## config.mk

```make
export PLATFORM = sky130hd
export DESIGN_NAME = rtcx_osc_regs
export DESIGN_NICKNAME = d
export VERILOG_FILES = /design/src/rtcx_pkg.sv /design/src/rtcx_cap_stepper.sv /design/src/rtcx_osc_regs.sv
export SDC_FILE = /design/constraint.sdc
export NUM_CORES = 1
export LEC_CHECK = 0
export BUFFER_PORTS_ARGS = -buffer_cell sky130_fd_sc_hd__buf_2
export CORE_UTILIZATION = 50
export CTS_CLUSTER_DIAMETER = 40
export DETAILED_ROUTE_END_ITERATION = 6
export GPL_ROUTABILITY_DRIVEN = 0
export PLACE_DENSITY = 0.77
export SYNTH_ARGS = -nofsm -noshare
export SYNTH_HDL_FRONTEND = slang
export SYNTH_SLANG_ARGS = --single-unit
```

## constraint.sdc

```tcl
create_clock -name clock -period 4.1 [get_ports clock]
set_clock_uncertainty 0.1 [all_clocks]
set_input_delay 0.41 -clock clock [delete_from_list [all_inputs] [get_ports clock]]
set_output_delay 0.41 -clock clock [all_outputs]
set_load 0.05 [all_outputs]
```

## src/rtcx_pkg.sv

```systemverilog
// Constants, enumerations and carrier types for the RTC oscillator and
// timer-transfer register block.
// Assumes APB with 32-bit data; each 8-bit register sits in the low byte of
// one aligned word at byte address four times its register index.
//
// Overview of operation
// - control bit 7 turns automatic gain control on (1) or off (0).
// - control bit 6 picks the source: 0 self-oscillate, 1 crystal.
// - control bit 5 turns bias doubling on (1) or off (0).
// - control bit 4 reads 1 only while oscillation amplitude is sufficient.
// - control bit 3 set selects the internal slow oscillator, overriding bit 6.
// - control bits 2:0 always read zero; writes to them do nothing.
// - configuration bit 7 enables automatic load capacitance stepping.
// - configuration bit 6 reads 1 once actual load capacitance equals target.
// - configuration bits 3:0 hold the programmed load capacitance target.
// - configuration bits 5:4 read zero and ignore writes.
// - write-only pin bit 7 shorts the two crystal pins when 1.
// - four byte registers form one 32-bit timer transfer buffer.
// - buffer and timer exchange data only on set or capture requests.
// - buffer byte at index 0 is least significant; higher indices more significant.
// - buffer at indices 0 to 3, reset zero; control 5, config 6, pins 7.
// - writing 1 to set request loads timer; hardware clears it when done.
// - writing 1 to capture request copies timer; hardware clears it when done.

package rtcx_pkg;

  // register indices; byte address is four times the index
  localparam logic [2:0] IDX_XFER0 = 3'h0;
  localparam logic [2:0] IDX_XFER3 = 3'h3;
  localparam logic [2:0] IDX_REQUEST = 3'h4;
  localparam logic [2:0] IDX_CONTROL = 3'h5;
  localparam logic [2:0] IDX_CONFIG = 3'h6;
  localparam logic [2:0] IDX_PINS = 3'h7;

  // control register fields
  localparam int unsigned CTRL_GAIN_BIT = 7;
  localparam int unsigned CTRL_XTAL_BIT = 6;
  localparam int unsigned CTRL_BIAS_BIT = 5;
  localparam int unsigned CTRL_AMP_BIT = 4;
  localparam int unsigned CTRL_SLOW_BIT = 3;

  // configuration register fields
  localparam int unsigned CFG_STEP_BIT = 7;
  localparam int unsigned CFG_SETTLED_BIT = 6;
  localparam int unsigned CFG_TARGET_MSB = 3;

  // pin register and request register fields
  localparam int unsigned PIN_SHORT_BIT = 7;
  localparam int unsigned PIN_RSVD_MSB = 6;
  localparam int unsigned REQ_SET_BIT = 1;
  localparam int unsigned REQ_CAP_BIT = 0;

  // reset values
  localparam logic [7:0] XFER_RESET = 8'h00;
  localparam logic [7:0] CTRL_RESET = 8'h00;
  localparam logic [3:0] CFG_TARGET_RESET = 4'h0;
  localparam logic [6:0] PIN_RSVD_RESET = 7'h00;

  // clock cycles between two load capacitance steps
  localparam logic [7:0] LOAD_STEP_CYCLES = 8'h40;

  typedef enum logic [1:0] {
    OSC_SRC_SELF,
    OSC_SRC_CRYSTAL,
    OSC_SRC_SLOW
  } rtcx_osc_src_t;

  typedef enum logic [1:0] {
    XFER_IDLE,
    XFER_LOAD,
    XFER_CAPTURE
  } rtcx_xfer_state_t;

  typedef struct packed {
    logic psel;
    logic penable;
    logic pwrite;
    logic [7:0] paddr;
    logic [31:0] pwdata;
  } rtcx_apb_req_t;

  typedef struct packed {
    logic [31:0] prdata;
    logic pready;
    logic pslverr;
  } rtcx_apb_rsp_t;

  typedef struct packed {
    logic gain_control_enable;
    logic osc_source_crystal_select;
    logic bias_double_enable;
    logic internal_slow_osc_select;
    rtcx_osc_src_t osc_source;
    logic load_cap_auto_step_enable;
    logic [3:0] load_cap_current;
    logic xtal_pins_short;
  } rtcx_osc_ctl_t;

endpackage

```

## src/rtcx_cap_stepper.sv

```systemverilog
// Load capacitance stepper: walks the applied code toward the target.
// Assumes target is a stable register value from the register block.
`timescale 1ns/1ps
`default_nettype none

module rtcx_cap_stepper
(
  // clock and reset
  input wire logic clock,
  input wire logic rst,
  // control
  input wire logic step_enable,
  input wire logic [3:0] target,
  // status
  output logic [3:0] current,
  output logic settled
);

  typedef struct packed {
    logic [3:0] cur;
    logic [7:0] cnt;
    logic settled;
  } rtcx_step_state_t;

  rtcx_step_state_t s_r;
  rtcx_step_state_t s_nxt;

  localparam logic [7:0] LOAD_STEP_M1 = rtcx_pkg::LOAD_STEP_CYCLES - 8'h01;

  always_comb
  begin
    s_nxt = s_r;
    if (!step_enable)
    begin
      // stepping off: the target is applied in one go
      s_nxt.cur = target;
      s_nxt.cnt = 8'h00;
    end
    else if (s_r.cur != target)
    begin
      if (s_r.cnt == LOAD_STEP_M1)
      begin
        s_nxt.cnt = 8'h00;
        s_nxt.cur = (s_r.cur < target) ? s_r.cur + 4'h1 : s_r.cur - 4'h1;
      end
      else
      begin
        s_nxt.cnt = s_r.cnt + 8'h01;
      end
    end
    else
    begin
      s_nxt.cnt = 8'h00;
    end
    s_nxt.settled = (s_nxt.cur == target);
  end

  always_ff @(posedge clock or posedge rst)
  begin
    if (rst)
    begin
      s_r.cur <= rtcx_pkg::CFG_TARGET_RESET;
      s_r.cnt <= 8'h00;
      s_r.settled <= 1'b1;
    end
    else
    begin
      s_r <= s_nxt;
    end
  end

  assign current = s_r.cur;
  assign settled = s_r.settled;
endmodule

`default_nettype wire

```

## src/rtcx_osc_regs.sv

```systemverilog
// RTC oscillator control, load capacitance and timer transfer registers.
// Assumes an APB master on the same clock; the timer itself lies outside,
// delivering its count and taking a load strobe with a 32-bit value.
//
// The APB interface to the registers was decided locally.
`timescale 1ns/1ps
`default_nettype none

module rtcx_osc_regs
(
  // clock and reset
  input wire logic clock,
  input wire logic rst,
  // register bus
  input wire rtcx_pkg::rtcx_apb_req_t apb_req,
  output var rtcx_pkg::rtcx_apb_rsp_t apb_rsp,
  // oscillator analog side
  input wire logic osc_amplitude_valid,
  output var rtcx_pkg::rtcx_osc_ctl_t osc_ctl,
  // timer
  input wire logic [31:0] timer_count,
  output logic [31:0] timer_load_value,
  output logic timer_load_strobe,
  // request bits visible for the core
  output logic timer_set_request,
  output logic timer_capture_request
);

  typedef struct packed {
    logic [3:0][7:0] xfer;
    logic gain;
    logic xtal;
    logic bias;
    logic slow;
    logic step_en;
    logic [3:0] target;
    logic short_pins;
    logic [6:0] pin_rsvd;
    logic set_req;
    logic cap_req;
    rtcx_pkg::rtcx_xfer_state_t fsm;
    logic [31:0] load_value;
    logic load_strobe;
    logic [7:0] prdata;
  } rtcx_regs_state_t;

  rtcx_regs_state_t s_r;
  rtcx_regs_state_t s_nxt;

  logic [3:0] cap_current;
  logic cap_settled;

  // word aligned and inside the eight-word window
  function automatic logic addr_hit(input logic [7:0] addr);
    return (addr[1:0] == 2'h0) && (addr[7:5] == 3'h0);
  endfunction

  function automatic logic [2:0] addr_index(input logic [7:0] addr);
    return addr[4:2];
  endfunction

  logic bus_setup;
  logic bus_access;
  logic bus_write;
  logic [2:0] bus_idx;
  logic [7:0] wbyte;

  assign bus_setup = apb_req.psel && !apb_req.penable;
  assign bus_access = apb_req.psel && apb_req.penable;
  assign bus_write = bus_access && apb_req.pwrite && addr_hit(apb_req.paddr);
  assign bus_idx = addr_index(apb_req.paddr);
  assign wbyte = apb_req.pwdata[7:0];

  // read view of one register
  function automatic logic [7:0] read_mux(input rtcx_regs_state_t s,
                                          input logic [2:0] idx,
                                          input logic amp_ok,
                                          input logic cap_ok);
    logic [7:0] v;
    v = 8'h00;
    if (idx <= rtcx_pkg::IDX_XFER3)
    begin
      v = s.xfer[idx[1:0]];
    end
    else if (idx == rtcx_pkg::IDX_REQUEST)
    begin
      v[rtcx_pkg::REQ_SET_BIT] = s.set_req;
      v[rtcx_pkg::REQ_CAP_BIT] = s.cap_req;
    end
    else if (idx == rtcx_pkg::IDX_CONTROL)
    begin
      v[rtcx_pkg::CTRL_GAIN_BIT] = s.gain;
      v[rtcx_pkg::CTRL_XTAL_BIT] = s.xtal;
      v[rtcx_pkg::CTRL_BIAS_BIT] = s.bias;
      v[rtcx_pkg::CTRL_AMP_BIT] = amp_ok;
      v[rtcx_pkg::CTRL_SLOW_BIT] = s.slow;
      // bits 2:0 stay zero
    end
    else if (idx == rtcx_pkg::IDX_CONFIG)
    begin
      v[rtcx_pkg::CFG_STEP_BIT] = s.step_en;
      v[rtcx_pkg::CFG_SETTLED_BIT] = cap_ok;
      v[rtcx_pkg::CFG_TARGET_MSB:0] = s.target;
    end
    else
    begin
      // short bit is write-only and reads zero
      v[rtcx_pkg::PIN_RSVD_MSB:0] = s.pin_rsvd;
    end
    return v;
  endfunction

  always_comb
  begin
    s_nxt = s_r;
    s_nxt.load_strobe = 1'b0;

    // transfer engine; set takes priority when both are pending
    unique case (s_r.fsm)
      rtcx_pkg::XFER_IDLE:
      begin
        if (s_r.set_req)
        begin
          s_nxt.load_value = s_r.xfer;
          s_nxt.load_strobe = 1'b1;
          s_nxt.fsm = rtcx_pkg::XFER_LOAD;
        end
        else if (s_r.cap_req)
        begin
          s_nxt.xfer = timer_count;
          s_nxt.fsm = rtcx_pkg::XFER_CAPTURE;
        end
      end
      rtcx_pkg::XFER_LOAD:
      begin
        s_nxt.set_req = 1'b0;
        s_nxt.fsm = rtcx_pkg::XFER_IDLE;
      end
      rtcx_pkg::XFER_CAPTURE:
      begin
        s_nxt.cap_req = 1'b0;
        s_nxt.fsm = rtcx_pkg::XFER_IDLE;
      end
      default:
      begin
        s_nxt.fsm = rtcx_pkg::XFER_IDLE;
      end
    endcase

    // bus writes come last so a fresh request beats the hardware clear
    if (bus_write)
    begin
      if (bus_idx <= rtcx_pkg::IDX_XFER3)
      begin
        s_nxt.xfer[bus_idx[1:0]] = wbyte;
      end
      else if (bus_idx == rtcx_pkg::IDX_REQUEST)
      begin
        if (wbyte[rtcx_pkg::REQ_SET_BIT])
        begin
          s_nxt.set_req = 1'b1;
        end
        if (wbyte[rtcx_pkg::REQ_CAP_BIT])
        begin
          s_nxt.cap_req = 1'b1;
        end
      end
      else if (bus_idx == rtcx_pkg::IDX_CONTROL)
      begin
        s_nxt.gain = wbyte[rtcx_pkg::CTRL_GAIN_BIT];
        s_nxt.xtal = wbyte[rtcx_pkg::CTRL_XTAL_BIT];
        s_nxt.bias = wbyte[rtcx_pkg::CTRL_BIAS_BIT];
        s_nxt.slow = wbyte[rtcx_pkg::CTRL_SLOW_BIT];
      end
      else if (bus_idx == rtcx_pkg::IDX_CONFIG)
      begin
        s_nxt.step_en = wbyte[rtcx_pkg::CFG_STEP_BIT];
        s_nxt.target = wbyte[rtcx_pkg::CFG_TARGET_MSB:0];
      end
      else
      begin
        s_nxt.short_pins = wbyte[rtcx_pkg::PIN_SHORT_BIT];
        // reserved bits kept as written, so read-modify-write round-trips
        s_nxt.pin_rsvd = wbyte[rtcx_pkg::PIN_RSVD_MSB:0];
      end
    end

    // read data is latched in the setup cycle so prdata comes from a flop
    if (bus_setup)
    begin
      s_nxt.prdata = addr_hit(apb_req.paddr)
        ? read_mux(s_r, bus_idx, osc_amplitude_valid, cap_settled)
        : 8'h00;
    end
  end

  always_ff @(posedge clock or posedge rst)
  begin
    if (rst)
    begin
      s_r.xfer <= {4{rtcx_pkg::XFER_RESET}};
      s_r.gain <= rtcx_pkg::CTRL_RESET[rtcx_pkg::CTRL_GAIN_BIT];
      s_r.xtal <= rtcx_pkg::CTRL_RESET[rtcx_pkg::CTRL_XTAL_BIT];
      s_r.bias <= rtcx_pkg::CTRL_RESET[rtcx_pkg::CTRL_BIAS_BIT];
      s_r.slow <= rtcx_pkg::CTRL_RESET[rtcx_pkg::CTRL_SLOW_BIT];
      s_r.step_en <= 1'b0;
      s_r.target <= rtcx_pkg::CFG_TARGET_RESET;
      s_r.short_pins <= 1'b0;
      s_r.pin_rsvd <= rtcx_pkg::PIN_RSVD_RESET;
      s_r.set_req <= 1'b0;
      s_r.cap_req <= 1'b0;
      s_r.fsm <= rtcx_pkg::XFER_IDLE;
      s_r.load_value <= 32'h00000000;
      s_r.load_strobe <= 1'b0;
      s_r.prdata <= 8'h00;
    end
    else
    begin
      s_r <= s_nxt;
    end
  end

  rtcx_cap_stepper u_stepper
  (
    .clock(clock),
    .rst(rst),
    .step_enable(s_r.step_en),
    .target(s_r.target),
    .current(cap_current),
    .settled(cap_settled)
  );

  // bus answers with no wait state; unmapped words raise pslverr
  // one driver for the whole response struct
  assign apb_rsp = '{prdata: {24'h000000, s_r.prdata},
                     pready: 1'b1,
                     pslverr: bus_access && !addr_hit(apb_req.paddr)};

  // slow oscillator overrides the crystal/self choice
  always_comb
  begin
    osc_ctl.gain_control_enable = s_r.gain;
    osc_ctl.osc_source_crystal_select = s_r.xtal;
    osc_ctl.bias_double_enable = s_r.bias;
    osc_ctl.internal_slow_osc_select = s_r.slow;
    if (s_r.slow)
    begin
      osc_ctl.osc_source = rtcx_pkg::OSC_SRC_SLOW;
    end
    else if (s_r.xtal)
    begin
      osc_ctl.osc_source = rtcx_pkg::OSC_SRC_CRYSTAL;
    end
    else
    begin
      osc_ctl.osc_source = rtcx_pkg::OSC_SRC_SELF;
    end
    osc_ctl.load_cap_auto_step_enable = s_r.step_en;
    osc_ctl.load_cap_current = cap_current;
    osc_ctl.xtal_pins_short = s_r.short_pins;
  end

  assign timer_load_value = s_r.load_value;
  assign timer_load_strobe = s_r.load_strobe;
  assign timer_set_request = s_r.set_req;
  assign timer_capture_request = s_r.cap_req;

  logic wr_ctrl;
  logic wr_cfg;
  logic rd_ctrl;
  logic rd_cfg;
  assign wr_ctrl = bus_write && bus_idx == rtcx_pkg::IDX_CONTROL;
  assign wr_cfg = bus_write && bus_idx == rtcx_pkg::IDX_CONFIG;
  assign rd_ctrl = bus_setup && addr_hit(apb_req.paddr) && bus_idx == rtcx_pkg::IDX_CONTROL;
  assign rd_cfg = bus_setup && addr_hit(apb_req.paddr) && bus_idx == rtcx_pkg::IDX_CONFIG;
endmodule

`default_nettype wire

```

==> run summary <==
Post-synth ARST share -> 100%
Die X -> 109 µm
Sink Count -> 107
Largest net degree at the start of global routing -> 88
P_sw -> 0.723 mW
Post-DR vias/cell -> 5.33
Nets@finish -> 646
Via count -> 3757
Switching Fraction -> 29.2%
Final count of hold timing violations -> 0
Vias in the first global route -> 3583
Post-route ant nets -> 0
Gr ovfl total -> 0
Mapped Area -> 5700 µm²
TritonCTS Buffers -> 9
Critical path's slowest cell -> dfrtp_1
Starting DRT DRC Count -> 252
Critical path cell sequence -> inv_1 > ha_1 > nor2b_4 > o211a_1 > nand2b_1 > ha_1 > a21o_1 > a21oi_1 > or3_1 > a21boi_2 > xnor2_1 > o31ai_1
Ports -> 159
Post-Syn Area per Cell -> 11.1 µm²
IO buf count -> 109
Max Freq -> 0.352 GHz
Most frequent cells in the layout -> buf_2 (109), dfrtp_1 (106), nand2_1 (53)
Fillers -> 933
Commonest non-fill, non-tap cell in the layout -> buf_2
Cells after Synth -> 513
Internal power -> 1.76 mW
Comb pwr share -> 15.3%
Worst-margin pin slew -> 1.07 ns
Buffers & Inverters on Critical Path -> 1
EDFF count, synth -> 0
Yosys cell types -> 51
Setup bufs post-CTS -> 0
Top cell by count, worst path -> ha_1
Share of layout cells above drive strength 1 -> 26.7%
Clock transition at the registers of the reported paths -> 0.08 ns
Final HPWL DP -> 8950 µm
Worst hold path class -> primary input to async pin
Sequential area share after synthesis -> 47.0%
CTS H-Tree Depth -> 3
Arr. time, crit path -> 3.00 ns
Clk root buf -> clkbuf_16
Total wire length -> 12200 µm
Synth Warn # -> 0
CP delay by family, top -> compound AO/OA/AOI/OAI gates
PnR Total Power -> 2.48 mW
Final core occ -> 56.2%
Final Max Tran Viols -> 0
Clock latency on the worst-skew pair -> 0.35 ns
Final Worst Setup Slack -> 1.26 ns
Reg-to-reg critical path endpoint -> u_stepper.settled$_DFF_PP1_
CP endpoint kind -> flop
Share of power burned in registers -> 48.6%
Final setup viols -> 0
Worst Setup Start Kind -> flop
Diode count -> 0
CTS Buffer Depth -> 2
RSZ-0062 raised after global routing -> false
R2R Path Start -> s_r[54]$_DFFE_PP0P_
Clock Power Share -> 36.1%
Die area -> 11800 µm²
TNS Setup -> 0 ns
Relative slew slack -> 28.8%
R2R cell count -> 12
DRC -> 0
Setup CP Type -> flop to flop
Antenna violations before repair -> 0
CP max stage delay -> 0.41 ns
Worst EP required -> 4.26 ns
TritonCTS clock tree -> yes
Initial core utilization -> 51.9%
Core area -> 11000 µm²
Pre-CTS setup slack -> 1.26 ns
Count of cells resized by post-cts repair -> 0
Router iterations before antenna repair -> 6
Primary FF master, synth -> dfrtp_1
Tcrit/Tclk final -> 69.3%
Fin crit period -> 2.84 ns
Layout area overhead -> 8.39%
Reg-to-reg slack, setup -> 1.26 ns
Rows -> 38
Max-Cap Viols -> 0
Crit Path Max Fanout -> 4
Peak VDD IR -> 217 µV
Status -> finished, final reports clean
Gr usage total -> 21.5%
DR WL/cell -> 17.3 µm
Hold Buf Count CTS -> 0
LEAKAGE -> 3.11 nW
First-pass GRT wire length -> 18900 µm
Pwr Density -> 402 nW/µm²
Synthesized flop and latch total -> 107
Die Ht -> 109 µm
[power by group through the flow]
stage	logic [mW]	clock network (mW)	registers (mW)
after global routing	0.410	0.957	1.21
after floorplan	0.331	0	1.19
after CTS	0.383	0.908	1.20
after detailed placement	0.382	0	1.22
after global placement	0.372	0	1.22
final	0.380	0.895	1.21
[through the flow]
stage,area (µm²),cells,hold WS (ns)
after floorplan,5780,536,0.348
after global placement,5870,689,0.361
after detailed placement,5870,689,0.370
after CTS,6180,705,0.236
after global routing,6180,705,0.242
final,6180,705,0.212
[flip-flops by register name, indices dropped and copies added, names as in the netlist, 4 cells and up]
register,count
timer_load_value,32
u_stepper.current,4
apb_rsp,8
osc_ctl,6
s_r,45
u_stepper.s_r,8
[final cells by class]
cell class                      count  area [µm²]  share of cell area, %
Clock inverter                      6        71.3                   1.15
Multi-Input combinational cell    320        2400                   38.9
Inverter                            9        36.3                  0.588
Clock buffer                       10         239                   3.87
Sequential cell                   107        2680                   43.4
Timing Repair Buffer              113         576                   9.32
Tap cell                          140         175                   2.84
[synth_stat cells (all sizes together) (5+ instances only)]
| master | number | area share (%) |
|---|---|---|
| buf | 95 | 12 |
| inv | 9 | 0.59 |
| nor2 | 17 | 1.2 |
| dfrtp | 106 | 47 |
| nand2 | 53 | 3.5 |
| mux2i | 35 | 6.1 |
| clkbuf | 5 | 0.33 |
| ha | 7 | 1.5 |
| nand2b | 5 | 0.55 |
| mux4 | 8 | 3.2 |
| o21ai | 48 | 4.2 |
| nand3 | 6 | 0.61 |
| nor2b | 6 | 0.79 |
| xnor2 | 9 | 1.4 |
| a21oi | 5 | 0.44 |
| mux2 | 53 | 10 |
| xor2 | 6 | 0.92 |
[cell families after synthesis]
group,share of synthesized area (%)
buffers and inverters,12.6
and+or+nand+nor,9.53
DFF,47.0
muxes,19.8
AOI/OAI and AO/OA,6.74
xor gates and xnor gates,2.31
adders and majority gates,1.89
other,0.132
[per-layer routing]
layer,up-vias,wire (µm),track usage [%]
met1,1836,5450,30.5
met5,-,0,0
li1,1760,-,-
met2,145,5700,33.4
met4,0,220,9.07
met3,16,815,2.75
[worst max-delay path by stage]
| stage | from | end | slack [ns] | cells past startpoint |
|---|---|---|---|---|
| after floorplan | rst | apb_rsp[2]$_DFFE_PP0P_ | 0.77 | 1 |
| after global placement | s_r[54]$_DFFE_PP0P_ | u_stepper.settled$_DFF_PP1_ | 1.30 | 12 |
| after detailed placement | s_r[54]$_DFFE_PP0P_ | u_stepper.settled$_DFF_PP1_ | 1.26 | 12 |
| after CTS | s_r[54]$_DFFE_PP0P_ | u_stepper.settled$_DFF_PP1_ | 1.25 | 12 |
| after global routing | s_r[54]$_DFFE_PP0P_ | u_stepper.settled$_DFF_PP1_ | 1.09 | 12 |
| final | s_r[54]$_DFFE_PP0P_ | u_stepper.settled$_DFF_PP1_ | 1.26 | 12 |
(Power assumes the default switching activity.)
